--- config.mk ---
export PLATFORM = sky130hd
export DESIGN_NAME = rfp_rail_protect
export DESIGN_NICKNAME = d
export VERILOG_FILES = /design/src/include/rfp_pkg.sv /design/src/logic/rfp_rail_protect.sv /design/src/logic/rfp_deglitch.sv
export VERILOG_INCLUDE_DIRS = /design/src /design/src/include
export SDC_FILE = /design/constraint.sdc
export NUM_CORES = 1
export LEC_CHECK = 0
export BUFFER_PORTS_ARGS = -buffer_cell sky130_fd_sc_hd__clkbuf_2
export CAP_MARGIN = 40
export CORE_MARGIN = 3
export CORE_UTILIZATION = 55
export DETAILED_ROUTE_END_ITERATION = 16
export MAX_ROUTING_LAYER = met4
export PLACE_DENSITY = 0.87
export SYNTH_ARGS = -nofsm -noshare
export SYNTH_HDL_FRONTEND = slang
export SYNTH_SLANG_ARGS = --single-unit
--- constraint.sdc ---
create_clock -name CLK -period 14.2 [get_ports CLK]
set_clock_uncertainty 0.1 [all_clocks]
set_input_delay 1.42 -clock CLK [delete_from_list [all_inputs] [get_ports CLK]]
set_output_delay 1.42 -clock CLK [all_outputs]
set_load 0.1 [all_outputs]
--- src/include/rfp_cfg.svh ---
/*
 * Holds offsets, field positions, reset values and timing counts.
 * Assumes a 10 MHz clock.
 */
`ifndef RFP_CFG_SVH
`define RFP_CFG_SVH

// ----------------------------------------------------------------------
// Clock and delays
// ----------------------------------------------------------------------
`define RFP_CLK_HZ          10000000
`define RFP_OV_DELAY_NS     1000
`define RFP_UV_DELAY_NS     3000
`define RFP_LOCK_DELAY_NS   3000
`define RFP_OV_CYCLES       ((`RFP_OV_DELAY_NS * (`RFP_CLK_HZ / 1000000) + 999) / 1000)
`define RFP_UV_CYCLES       ((`RFP_UV_DELAY_NS * (`RFP_CLK_HZ / 1000000) + 999) / 1000)
`define RFP_LOCK_CYCLES     ((`RFP_LOCK_DELAY_NS * (`RFP_CLK_HZ / 1000000) + 999) / 1000)

// ----------------------------------------------------------------------
// Register offsets
// ----------------------------------------------------------------------
`define RFP_REG_TRIP_DELAY  4'h0
`define RFP_REG_ACT_DELAY   4'h4
`define RFP_REG_STATUS      4'h8
`define RFP_REG_CURRENT     4'hc

// ----------------------------------------------------------------------
// Reset values and status field positions
// ----------------------------------------------------------------------
`define RFP_TRIP_DELAY_RST  16'h0064
`define RFP_ACT_DELAY_RST   16'h0032
`define RFP_ST_OV           0
`define RFP_ST_UV           1
`define RFP_ST_NEG          2
`define RFP_ST_LOCK         3
`define RFP_ST_OC_FLAG      4
`define RFP_ST_OC_SHUT      5
`define RFP_ST_TWO_PHASE    6
`define RFP_ST_INIT_OFS     7
`define RFP_ST_EXT_OFS      8
`define RFP_ST_COMP_LO      9

// ----------------------------------------------------------------------
// Current report converter
// ----------------------------------------------------------------------
`define RFP_ADC_STEP_UV     6250
`define RFP_ADC_MAX_CODE    9'h1ff

`endif

--- src/include/rfp_pkg.sv ---
/*
 * Holds the types shared by the rail fault protection files.
 * Assumes nothing beyond a SystemVerilog compiler.
 */
package rfp_pkg;

    // Over-current supervisor states
    typedef enum logic [2:0]
    {
        RFP_OC_IDLE  = 3'b001,
        RFP_OC_DELAY = 3'b010,
        RFP_OC_SHUT  = 3'b100
    } rfp_oc_state_t;

endpackage

--- src/logic/rfp_rail_protect.sv ---
/*
 * Holds the auxiliary rail fault latches, over-current supervisor, gate overrides,
 * fast pulse, straps, current converter and Avalon-MM slave.
 * Assumes comparator levels synchronous to CLK; RESET is the power-on reset.
 */
// Functional notes
// - Capture offset input at enable rise; low disables
// - Strap two enables external rail offset
// - Step up forces two phases; down holds
// - Step compensation bits come from both straps
// - Monitor voltage to 512 codes (0 to 511), 6.25mV each
// - Fast pulse matches on-time, overrides active phases
// - Sustained trip after programmed trigger delay
// - Peak trip on any cycle above limit
// - Either trip asserts flag, starts action delay
// - Still over after delay: all switches off
// - Over-voltage watch starts after power-on threshold
// - Code below 0.9V: trip above 1.225V
// - Code above 0.9V: trip above reference+325mV
// - Over-voltage latch: active-phase low sides on, highs off
// - Over-voltage needs 1us persistence
// - Voltage fault latch forces other rail shutdown
// - Negative sense in latch turns low sides off
// - Negative guard only after over-voltage latched
// - Sense 500mV below reference latches, all off
// - Under-voltage needs 3us persistence
// - Supply under threshold 3us: all off
`timescale 1ns/1ps
`include "rfp_cfg.svh"

module rfp_rail_protect
#(
    parameter int PHASES   = 2,
    parameter int DLY_BITS = 16
)
(
    // Clock and reset
    input  wire logic              CLK,
    input  wire logic              RESET,
    // Avalon-MM slave
    input  wire logic [3:0]        AVS_ADDRESS,
    input  wire logic              AVS_READ,
    input  wire logic              AVS_WRITE,
    input  wire logic [31:0]       AVS_WRITEDATA,
    output logic [31:0]            AVS_READDATA,
    output logic                   AVS_WAITREQUEST,
    // Enable, supply and straps
    input  wire logic              ENABLE,
    input  wire logic              SUPPLY_ABOVE_POR,
    input  wire logic              EXTERNAL_OFFSET_INPUT_LOW,
    input  wire logic [1:0]        CONFIG_STRAP_ONE,
    input  wire logic [1:0]        CONFIG_STRAP_TWO,
    // Rail sense comparators
    input  wire logic              VOLTAGE_CODE_BELOW_LIMIT,
    input  wire logic              RAIL_SENSE_ABOVE_FIXED,
    input  wire logic              RAIL_SENSE_ABOVE_REF,
    input  wire logic              RAIL_SENSE_BELOW_REF,
    input  wire logic              RAIL_SENSE_NEGATIVE,
    // Current comparators and monitor sample
    input  wire logic              SUSTAINED_CURRENT_ABOVE,
    input  wire logic              PEAK_CURRENT_ABOVE,
    input  wire logic              SWITCH_CYCLE_STROBE,
    input  wire logic [21:0]       CURRENT_MONITOR_UV,
    // Loop requests
    input  wire logic              STEP_UP,
    input  wire logic              STEP_DOWN,
    input  wire logic              PHASE_SHED_REQ,
    input  wire logic              FAST_LOAD_TRIGGER,
    input  wire logic              ONTIME_REF,
    input  wire logic [PHASES-1:0] PHASE_ACTIVE,
    input  wire logic [PHASES-1:0] PWM_HIGH,
    input  wire logic [PHASES-1:0] PWM_LOW,
    // Gate drive
    output logic [PHASES-1:0]      HIGH_SIDE_ON,
    output logic [PHASES-1:0]      LOW_SIDE_ON,
    // Status and configuration outputs
    output logic                   OVERCURRENT_FLAG_N,
    output logic                   OTHER_RAIL_SHUTDOWN,
    output logic                   TWO_PHASE_FORCE,
    output logic                   INIT_OFFSET_EN,
    output logic                   EXT_OFFSET_EN,
    output logic [1:0]             STEP_COMP_SEL
);

    initial
    begin
        if (PHASES < 1 || PHASES > 2)
            $error("PHASES must be 1 or 2");
        if (DLY_BITS < 8 || DLY_BITS > 32)
            $error("DLY_BITS must be 8 to 32");
    end

    // ----------------------------------------------------------------------
    // Register bus
    // ----------------------------------------------------------------------

    logic                wait_ff; // Waitrequest register
    logic [31:0]         rdata_ff; // Read data register
    logic [DLY_BITS-1:0] trip_delay_ff; // Sustained trip delay
    logic [DLY_BITS-1:0] act_delay_ff; // Action delay
    logic                req; // A request is present
    logic                wr_take; // Write completes this edge
    logic [31:0]         nxt_rdata; // Read mux output
    logic [31:0]         status_word; // Status image

    assign req     = AVS_READ || AVS_WRITE;
    assign wr_take = AVS_WRITE && !wait_ff;

    // Answer one cycle after the request
    always_ff @(posedge CLK)
    begin
        if (RESET)
            wait_ff <= 1'b1;
        else
            wait_ff <= !(req && wait_ff);
    end

    // Delay registers
    always_ff @(posedge CLK)
    begin
        if (RESET)
        begin
            trip_delay_ff <= DLY_BITS'(`RFP_TRIP_DELAY_RST);
            act_delay_ff  <= DLY_BITS'(`RFP_ACT_DELAY_RST);
        end
        else if (wr_take && AVS_ADDRESS == `RFP_REG_TRIP_DELAY)
            trip_delay_ff <= AVS_WRITEDATA[DLY_BITS-1:0];
        else if (wr_take && AVS_ADDRESS == `RFP_REG_ACT_DELAY)
            act_delay_ff  <= AVS_WRITEDATA[DLY_BITS-1:0];
    end

    // ----------------------------------------------------------------------
    // Enable edge, straps and offsets
    // ----------------------------------------------------------------------

    logic       en_ff; // Enable delayed one cycle
    logic       en_rise; // Enable rising edge
    logic       init_ofs_ff; // Initial offset enabled
    logic       ext_ofs_ff; // External offset enabled
    logic [1:0] comp_ff; // Step compensation selection

    assign en_rise = ENABLE && !en_ff;

    // Offset input caught at enable rise
    always_ff @(posedge CLK)
    begin
        if (RESET)
        begin
            en_ff       <= 1'b0;
            init_ofs_ff <= 1'b0;
            ext_ofs_ff  <= 1'b0;
            comp_ff     <= 2'h0;
        end
        else
        begin
            en_ff <= ENABLE;
            if (en_rise)
                init_ofs_ff <= !EXTERNAL_OFFSET_INPUT_LOW;
            ext_ofs_ff <= CONFIG_STRAP_TWO[0];
            comp_ff    <= {CONFIG_STRAP_ONE[1], CONFIG_STRAP_TWO[1]};
        end
    end

    // ----------------------------------------------------------------------
    // Voltage faults
    // ----------------------------------------------------------------------

    logic ov_cond; // Raw over-voltage condition
    logic ov_hit; // Over-voltage held 1 us
    logic uv_hit; // Under-voltage held 3 us
    logic lock_hit; // Supply low held 3 us
    logic ov_ff; // Over-voltage latch
    logic uv_ff; // Under-voltage latch
    logic lock_ff; // Supply lockout active
    logic neg_ff; // Negative guard active
    logic latch_clr; // Clears the over- and under-voltage latches

    // Watch above power-on threshold only
    assign ov_cond   = SUPPLY_ABOVE_POR &&
                       (VOLTAGE_CODE_BELOW_LIMIT ? RAIL_SENSE_ABOVE_FIXED
                                                 : RAIL_SENSE_ABOVE_REF);
    assign latch_clr = en_rise;

    rfp_deglitch #(.WIDTH(8)) u_ov_glitch
    (
        .clk   (CLK),
        .reset (RESET),
        .cond  (ov_cond),
        .limit (8'(`RFP_OV_CYCLES)),
        .hit   (ov_hit)
    );

    rfp_deglitch #(.WIDTH(8)) u_uv_glitch
    (
        .clk   (CLK),
        .reset (RESET),
        .cond  (RAIL_SENSE_BELOW_REF),
        .limit (8'(`RFP_UV_CYCLES)),
        .hit   (uv_hit)
    );

    rfp_deglitch #(.WIDTH(8)) u_lock_glitch
    (
        .clk   (CLK),
        .reset (RESET),
        .cond  (!SUPPLY_ABOVE_POR),
        .limit (8'(`RFP_LOCK_CYCLES)),
        .hit   (lock_hit)
    );

    // Voltage latches; a new trip beats the clear
    always_ff @(posedge CLK)
    begin
        if (RESET)
        begin
            ov_ff   <= 1'b0;
            uv_ff   <= 1'b0;
            lock_ff <= 1'b0;
            neg_ff  <= 1'b0;
        end
        else
        begin
            ov_ff   <= ov_hit || (ov_ff && !latch_clr);
            uv_ff   <= (uv_hit && SUPPLY_ABOVE_POR) || (uv_ff && !latch_clr);
            lock_ff <= lock_hit || (lock_ff && !SUPPLY_ABOVE_POR);
            // Guard only armed inside the over-voltage latch
            neg_ff  <= ov_ff && RAIL_SENSE_NEGATIVE;
        end
    end

    // ----------------------------------------------------------------------
    // Over-current supervisor
    // ----------------------------------------------------------------------

    rfp_pkg::rfp_oc_state_t oc_state_ff; // Supervisor state
    rfp_pkg::rfp_oc_state_t nxt_oc_state; // Next state
    logic [DLY_BITS-1:0]    act_cnt_ff; // Action delay count
    logic [DLY_BITS-1:0]    nxt_act_cnt; // Next action count
    logic                   sus_hit; // Sustained trip
    logic                   peak_hit; // Peak trip
    logic                   still_over; // Current still over
    logic                   act_done; // Action delay spent

    rfp_deglitch #(.WIDTH(DLY_BITS)) u_sus_glitch
    (
        .clk   (CLK),
        .reset (RESET),
        .cond  (SUSTAINED_CURRENT_ABOVE),
        .limit (trip_delay_ff),
        .hit   (sus_hit)
    );

    assign peak_hit   = SWITCH_CYCLE_STROBE && PEAK_CURRENT_ABOVE;
    assign still_over = SUSTAINED_CURRENT_ABOVE || PEAK_CURRENT_ABOVE;
    assign act_done   = (act_cnt_ff >= act_delay_ff);

    // Trip, action delay, then shut if still over
    always_comb
    begin
        nxt_oc_state = oc_state_ff;
        nxt_act_cnt  = act_cnt_ff;
        case (oc_state_ff)
            rfp_pkg::RFP_OC_IDLE:
            begin
                nxt_act_cnt = '0;
                if (sus_hit || peak_hit)
                    nxt_oc_state = rfp_pkg::RFP_OC_DELAY;
            end
            rfp_pkg::RFP_OC_DELAY:
            begin
                nxt_act_cnt = act_cnt_ff + 1'b1;
                if (act_done)
                    nxt_oc_state = still_over ? rfp_pkg::RFP_OC_SHUT
                                              : rfp_pkg::RFP_OC_IDLE;
            end
            rfp_pkg::RFP_OC_SHUT:
            begin
                // Held until a new enable
                if (latch_clr)
                    nxt_oc_state = rfp_pkg::RFP_OC_IDLE;
            end
            default:
            begin
                nxt_oc_state = rfp_pkg::RFP_OC_IDLE;
            end
        endcase
    end

    // Supervisor registers
    always_ff @(posedge CLK)
    begin
        if (RESET)
        begin
            oc_state_ff <= rfp_pkg::RFP_OC_IDLE;
            act_cnt_ff  <= '0;
        end
        else
        begin
            oc_state_ff <= nxt_oc_state;
            act_cnt_ff  <= nxt_act_cnt;
        end
    end

    // ----------------------------------------------------------------------
    // Step handling and fast load pulse
    // ----------------------------------------------------------------------

    logic                two_ff; // Two-phase operation forced
    logic                ref_ff; // On-time reference delayed
    logic                trig_ff; // Fast trigger delayed
    logic [DLY_BITS-1:0] ton_meas_ff; // Running on-time
    logic [DLY_BITS-1:0] ton_len_ff; // Last measured on-time
    logic [DLY_BITS-1:0] pulse_cnt_ff; // Remaining pulse cycles
    logic                pulse_on; // Fast pulse active

    assign pulse_on = (pulse_cnt_ff != '0);

    // Step up forces two phases; step down holds
    always_ff @(posedge CLK)
    begin
        if (RESET)
            two_ff <= 1'b0;
        else if (STEP_UP)
            two_ff <= 1'b1;
        else if (PHASE_SHED_REQ && !STEP_DOWN)
            two_ff <= 1'b0;
    end

    // Measure on-time, replay it on a fast trigger
    always_ff @(posedge CLK)
    begin
        if (RESET)
        begin
            ref_ff       <= 1'b0;
            trig_ff      <= 1'b0;
            ton_meas_ff  <= '0;
            ton_len_ff   <= DLY_BITS'(1);
            pulse_cnt_ff <= '0;
        end
        else
        begin
            ref_ff      <= ONTIME_REF;
            trig_ff     <= FAST_LOAD_TRIGGER;
            ton_meas_ff <= ONTIME_REF ? ton_meas_ff + 1'b1 : '0;
            if (!ONTIME_REF && ref_ff && ton_meas_ff != '0)
                ton_len_ff <= ton_meas_ff;
            if (FAST_LOAD_TRIGGER && !trig_ff && !pulse_on)
                pulse_cnt_ff <= ton_len_ff;
            else if (pulse_on)
                pulse_cnt_ff <= pulse_cnt_ff - 1'b1;
        end
    end

    // ----------------------------------------------------------------------
    // Gate drive overrides
    // ----------------------------------------------------------------------

    logic              all_off; // Every switch forced off
    logic [PHASES-1:0] hs_ff; // High-side drive register
    logic [PHASES-1:0] ls_ff; // Low-side drive register

    assign all_off = lock_ff || uv_ff || (oc_state_ff == rfp_pkg::RFP_OC_SHUT);

    genvar gi;
    generate
        for (gi = 0; gi < PHASES; gi++)
        begin : g_phase
            logic nxt_hs;    // Next high-side state
            logic nxt_ls;    // Next low-side state
            // Off faults, then over-voltage, then normal
            assign nxt_hs = all_off || ov_ff ? 1'b0
                          : (pulse_on && PHASE_ACTIVE[gi]) || PWM_HIGH[gi];
            assign nxt_ls = all_off ? 1'b0
                          : ov_ff ? (PHASE_ACTIVE[gi] && !neg_ff)
                          : PWM_LOW[gi] && !nxt_hs;

            // Phase drive registers
            always_ff @(posedge CLK)
            begin
                if (RESET)
                begin
                    hs_ff[gi] <= 1'b0;
                    ls_ff[gi] <= 1'b0;
                end
                else
                begin
                    hs_ff[gi] <= nxt_hs;
                    ls_ff[gi] <= nxt_ls;
                end
            end
        end
    endgenerate

    // ----------------------------------------------------------------------
    // Current report converter
    // ----------------------------------------------------------------------

    logic [21:0] adc_quot; // Monitor voltage over one step
    logic [8:0]  nxt_code; // Saturated code
    logic [8:0]  code_ff; // Current reading register

    assign adc_quot = CURRENT_MONITOR_UV / 22'(`RFP_ADC_STEP_UV);
    assign nxt_code = (adc_quot > 22'(`RFP_ADC_MAX_CODE)) ? `RFP_ADC_MAX_CODE : adc_quot[8:0];

    // Conversion register
    always_ff @(posedge CLK)
    begin
        if (RESET)
            code_ff <= 9'h000;
        else
            code_ff <= nxt_code;
    end

    // ----------------------------------------------------------------------
    // Read mux and output registers
    // ----------------------------------------------------------------------

    always_comb
    begin
        status_word                      = 32'h0000_0000;
        status_word[`RFP_ST_OV]          = ov_ff;
        status_word[`RFP_ST_UV]          = uv_ff;
        status_word[`RFP_ST_NEG]         = neg_ff;
        status_word[`RFP_ST_LOCK]        = lock_ff;
        status_word[`RFP_ST_OC_FLAG]     = (oc_state_ff != rfp_pkg::RFP_OC_IDLE);
        status_word[`RFP_ST_OC_SHUT]     = (oc_state_ff == rfp_pkg::RFP_OC_SHUT);
        status_word[`RFP_ST_TWO_PHASE]   = two_ff;
        status_word[`RFP_ST_INIT_OFS]    = init_ofs_ff;
        status_word[`RFP_ST_EXT_OFS]     = ext_ofs_ff;
        status_word[`RFP_ST_COMP_LO+1 -: 2] = comp_ff;
    end

    assign nxt_rdata = (AVS_ADDRESS == `RFP_REG_TRIP_DELAY) ? 32'(trip_delay_ff)
                     : (AVS_ADDRESS == `RFP_REG_ACT_DELAY)  ? 32'(act_delay_ff)
                     : (AVS_ADDRESS == `RFP_REG_STATUS)     ? status_word
                     : (AVS_ADDRESS == `RFP_REG_CURRENT)    ? {23'h000000, code_ff}
                     : 32'h0000_0000;

    // Read data loaded as waitrequest drops
    always_ff @(posedge CLK)
    begin
        if (RESET)
            rdata_ff <= 32'h0000_0000;
        else if (AVS_READ && wait_ff)
            rdata_ff <= nxt_rdata;
    end

    logic flag_n_ff; // Over-current flag, active low
    logic shut_other_ff; // Other rail shutdown request

    // Flag and cross-rail shutdown registers
    always_ff @(posedge CLK)
    begin
        if (RESET)
        begin
            flag_n_ff     <= 1'b1;
            shut_other_ff <= 1'b0;
        end
        else
        begin
            flag_n_ff     <= (nxt_oc_state == rfp_pkg::RFP_OC_IDLE);
            shut_other_ff <= ov_ff || uv_ff;
        end
    end

    assign AVS_READDATA        = rdata_ff;
    assign AVS_WAITREQUEST     = wait_ff;
    assign HIGH_SIDE_ON        = hs_ff;
    assign LOW_SIDE_ON         = ls_ff;
    assign OVERCURRENT_FLAG_N  = flag_n_ff;
    assign OTHER_RAIL_SHUTDOWN = shut_other_ff;
    assign TWO_PHASE_FORCE     = two_ff;
    assign INIT_OFFSET_EN      = init_ofs_ff;
    assign EXT_OFFSET_EN       = ext_ofs_ff;
    assign STEP_COMP_SEL       = comp_ff;

endmodule

--- src/logic/rfp_deglitch.sv ---
/*
 * Holds a persistence filter: hit once cond has held limit cycles.
 * Assumes synchronous reset and input.
 */
`timescale 1ns/1ps

module rfp_deglitch
#(
    parameter int WIDTH = 16
)
(
    // Clock and reset
    input  wire logic             clk,
    input  wire logic             reset,
    // Condition and its required duration
    input  wire logic             cond,
    input  wire logic [WIDTH-1:0] limit,
    // Filtered condition
    output logic                  hit
);

    initial
    begin
        if (WIDTH < 2)
            $error("WIDTH must be at least 2");
    end

    logic [WIDTH-1:0] cnt_ff;       // Cycles the condition has held
    logic [WIDTH-1:0] nxt_cnt;      // Next count
    logic             full;         // Count has reached the limit

    assign full    = (cnt_ff >= limit);
    // A drop restarts the count
    assign nxt_cnt = !cond ? '0 : (full ? cnt_ff : cnt_ff + 1'b1);
    assign hit     = cond && full;

    // Count register
    always_ff @(posedge clk)
    begin
        if (reset)
            cnt_ff <= '0;
        else
            cnt_ff <= nxt_cnt;
    end

endmodule

==> results.toml <==
[power_and_ir_drop]
peakVddDrop_mv = 0.2155
p_leak_nw = 5.606
power_density_nw_per_um2 = 238.5

[critical_path]
cp.required_ns = 14.38
start_kind = "input port"
slowest_delay_ns = 0.77
crit_path_end_kind = "flop"
path_class = "input port to flop"
r2r_end = "u_sus_glitch.cnt_ff[10]"
reg2regPathDepth = 27
r2r-start = "u_sus_glitch.cnt_ff[0]"
r2r_slack_ns = 9.25
cp_max_fo = 16
worstPathArrival_ns = 12.09
crit_slowest_cell = "or4_1"

[clock_tree]
cts_tree = "done"
postCtsSetupBuffers = 0
cts_buffers = 17
cts.clk_slew.worst_paths_ns = 0.07
clock_tree.buffer_depth = 2
cts_resized = 0
clock-sinks = 183
clock-root-buffer = "clkbuf_16"
ctsHoldBuffers = 0
h-tree-depth = 4
clk_latency_ns = 0.43

[cells_and_area]
fin_nets = 1908
stdcell_count = 2109
drive_gt1_share_pct = 12.35
fillers = 2015
area_growth_pct = 8.096
diodes = 0

[global_route]
grt_pass1_vias = 12430
grt_pass1_wl_um = 58740
overflow = 0
grt_use_total_pct = 26.76
antenna_found_initial = 0
grt_max_degree = 85

[sta]
drv_slew = 0
slew_headroom_pct = 35.48
tightest_slew_ns = 0.9556
fmax_ghz = 0.08397
final.min_clock_period_ns = 11.91
hold_viol = 0
period_share_pct = 83.87
setup_violations = 0
tns_ns = 0
grt_setup_unrepaired = "false"

[min_path]
holdCritStartpoint = "u_ov_glitch.cnt_ff[6]"
hp-class = "flop to flop"
whs_path_depth = 1
worstHoldEndpoint = "u_ov_glitch.cnt_ff[6]"

[floorplan]
initial_core_util_pct = 56.70
die_h_um = 162.7
ios = 132
num_rows = 56
die_area_um2 = 26480
die_w_um = 162.7
coreArea_um2 = 23820

[drt]
routedWlPerCell_um = 16.88
ant_nets = 0
drt_pass1_iterations = 5
vias = 13500
drc = 0
wl_um = 35600
viasPerCell = 6.401
drt_iter0_drc = 1601

[outcome]
outcome = "completed"

[placement]
dp_hpwl_um = 25700
io_buffers = 97
place_inst = 2077
gp_congestion = 0.9169

[synth]
yosys_most_used_dff = "dfxtp_1"
avgSynthCellArea_um2 = 7.745
syn_area_um2 = 13510
yosysWarnings = 0
ys_seq_area_share_pct = 27.12
synth_cell_type_count = 111
synth_seq_cells = 183
synthCells = 1744
synth_edf_count = 0
async_reset_ff_share_pct = 0

[run]
cap_violations = 0
-- cells in the final DEF (no fill, tap or decap), types with 17 or more instances in the layout --
cell         n
a21oi_1    140
xor2_1      40
xnor2_1     42
or3_1       19
mux2i_1     47
nand4_1     23
a31oi_1     19
dfxtp_1    183
nor2_1     182
clkbuf_16   17
nand2_1    163
mux2_2      18
a21o_1      17
and3_1      28
o21ai_0     65
ha_1        43
inv_1       62
o211ai_1    28
and2_1      37
nor2b_1     32
nand3_1     66
nor3_1      56
a211oi_1    27
nand2b_1    21
clkbuf_2    96
-- worst max path at each step --
stage / cells past startpoint / slack, ns / endpoint / start
2_1_floorplan: 36 / 4.43 / code_ff[0] / CURRENT_MONITOR_UV[18]
3_3_place_gp: 31 / 2.43 / code_ff[0] / CURRENT_MONITOR_UV[19]
3_5_place_dp: 31 / 2.06 / code_ff[0] / CURRENT_MONITOR_UV[19]
4_1_cts: 31 / 2.49 / code_ff[0] / CURRENT_MONITOR_UV[19]
5_1_grt: 31 / 1.56 / code_ff[0] / CURRENT_MONITOR_UV[19]
6_report: 31 / 2.29 / code_ff[0] / CURRENT_MONITOR_UV[19]
-- stage by stage --
stage	power, mW	area (um2)	utilization (%)	hold slack (ns)	setup slack, ns
after CTS	3.441	14600	61.29	0.3602	2.488
after floorplan	2.580	13560	-	0.3205	4.432
final	3.482	14600	61.29	0.3633	2.291
after global routing	3.733	14600	61.29	0.3819	1.556
after global placement	2.882	13970	58.66	0.3312	2.425
after detailed placement	2.948	14000	58.77	0.3447	2.060
-- metal layers --
metal | track usage [%] | wire length [um] | up-vias
met5 | - | 0 | -
met4 | 9.842 | 1135 | 0
met3 | 3.408 | 2410 | 100
met2 | 45.11 | 17180 | 564
met1 | 32.91 | 14870 | 6414
li1 | - | - | 6421
-- final cells by class --
cell class / instances / area, um2 / area share (%)
Clock buffer: 19 / 432.9 / 2.965
Tap cell: 319 / 399.1 / 2.734
Clock inverter: 13 / 167.7 / 1.148
Timing Repair Buffer: 104 / 545.5 / 3.736
Sequential cell: 183 / 3664 / 25.09
Inverter: 62 / 232.7 / 1.594
Multi-Input combinational cell: 1409 / 9160 / 62.73
-- sequential cells by signal (all words and copies together) (netlist names), 8 cells and up --
name and flops:
u_lock_glitch.cnt_ff 8, u_uv_glitch.cnt_ff 8, ton_len_ff 16, act_delay_ff 16, AVS_READDATA 16, act_cnt_ff 16, u_sus_glitch.cnt_ff 16, code_ff 9
pulse_cnt_ff 16, ton_meas_ff 16, u_ov_glitch.cnt_ff 8, trip_delay_ff 16
-- synth_stat cells, types with 32 or more instances --
| cell | count | share of area, % |
|---|---|---|
| o21ai_0 | 65 | 2.4 |
| a21oi_1 | 140 | 5.2 |
| xnor2_1 | 42 | 2.7 |
| and2_1 | 37 | 1.7 |
| nand3_1 | 66 | 2.4 |
| nand2_1 | 163 | 4.5 |
| mux2i_1 | 47 | 3.5 |
| nor3_1 | 56 | 2.1 |
| xor2_1 | 40 | 2.6 |
| inv_1 | 62 | 1.7 |
| clkbuf_1 | 60 | 1.7 |
| ha_1 | 43 | 4.0 |
| dfxtp_1 | 183 | 27 |
| nor2_1 | 182 | 5.1 |
| nor2b_1 | 32 | 1.5 |
-- logic make-up after synthesis --
logic type	count (synthesis)	synth area share, %
AND/OR/NAND/NOR	701	25.85
AO/OA/AOI/OAI	489	25.84
flip-flops	183	27.12
buffers and inverters	167	5.539
XOR/XNOR	83	5.437
multiplexers	72	5.826
adder cells (fa/ha/maj)	48	4.354
other	1	0.02776
-- power breakdown --
part	switching, mW	internal, mW	total, mW
registers	0.0285	0.549	0.578
clock network	0.205	0.280	0.485
logic	1.52	0.903	2.42
-- worst max-delay path, delay by kind of cell --
kind            cells  cell delay [ns]
compound gates     14             4.91
buf+inv             1             0.16
simple gates       13             4.58
mux                 3             0.99
(Power assumes the default switching activity.)
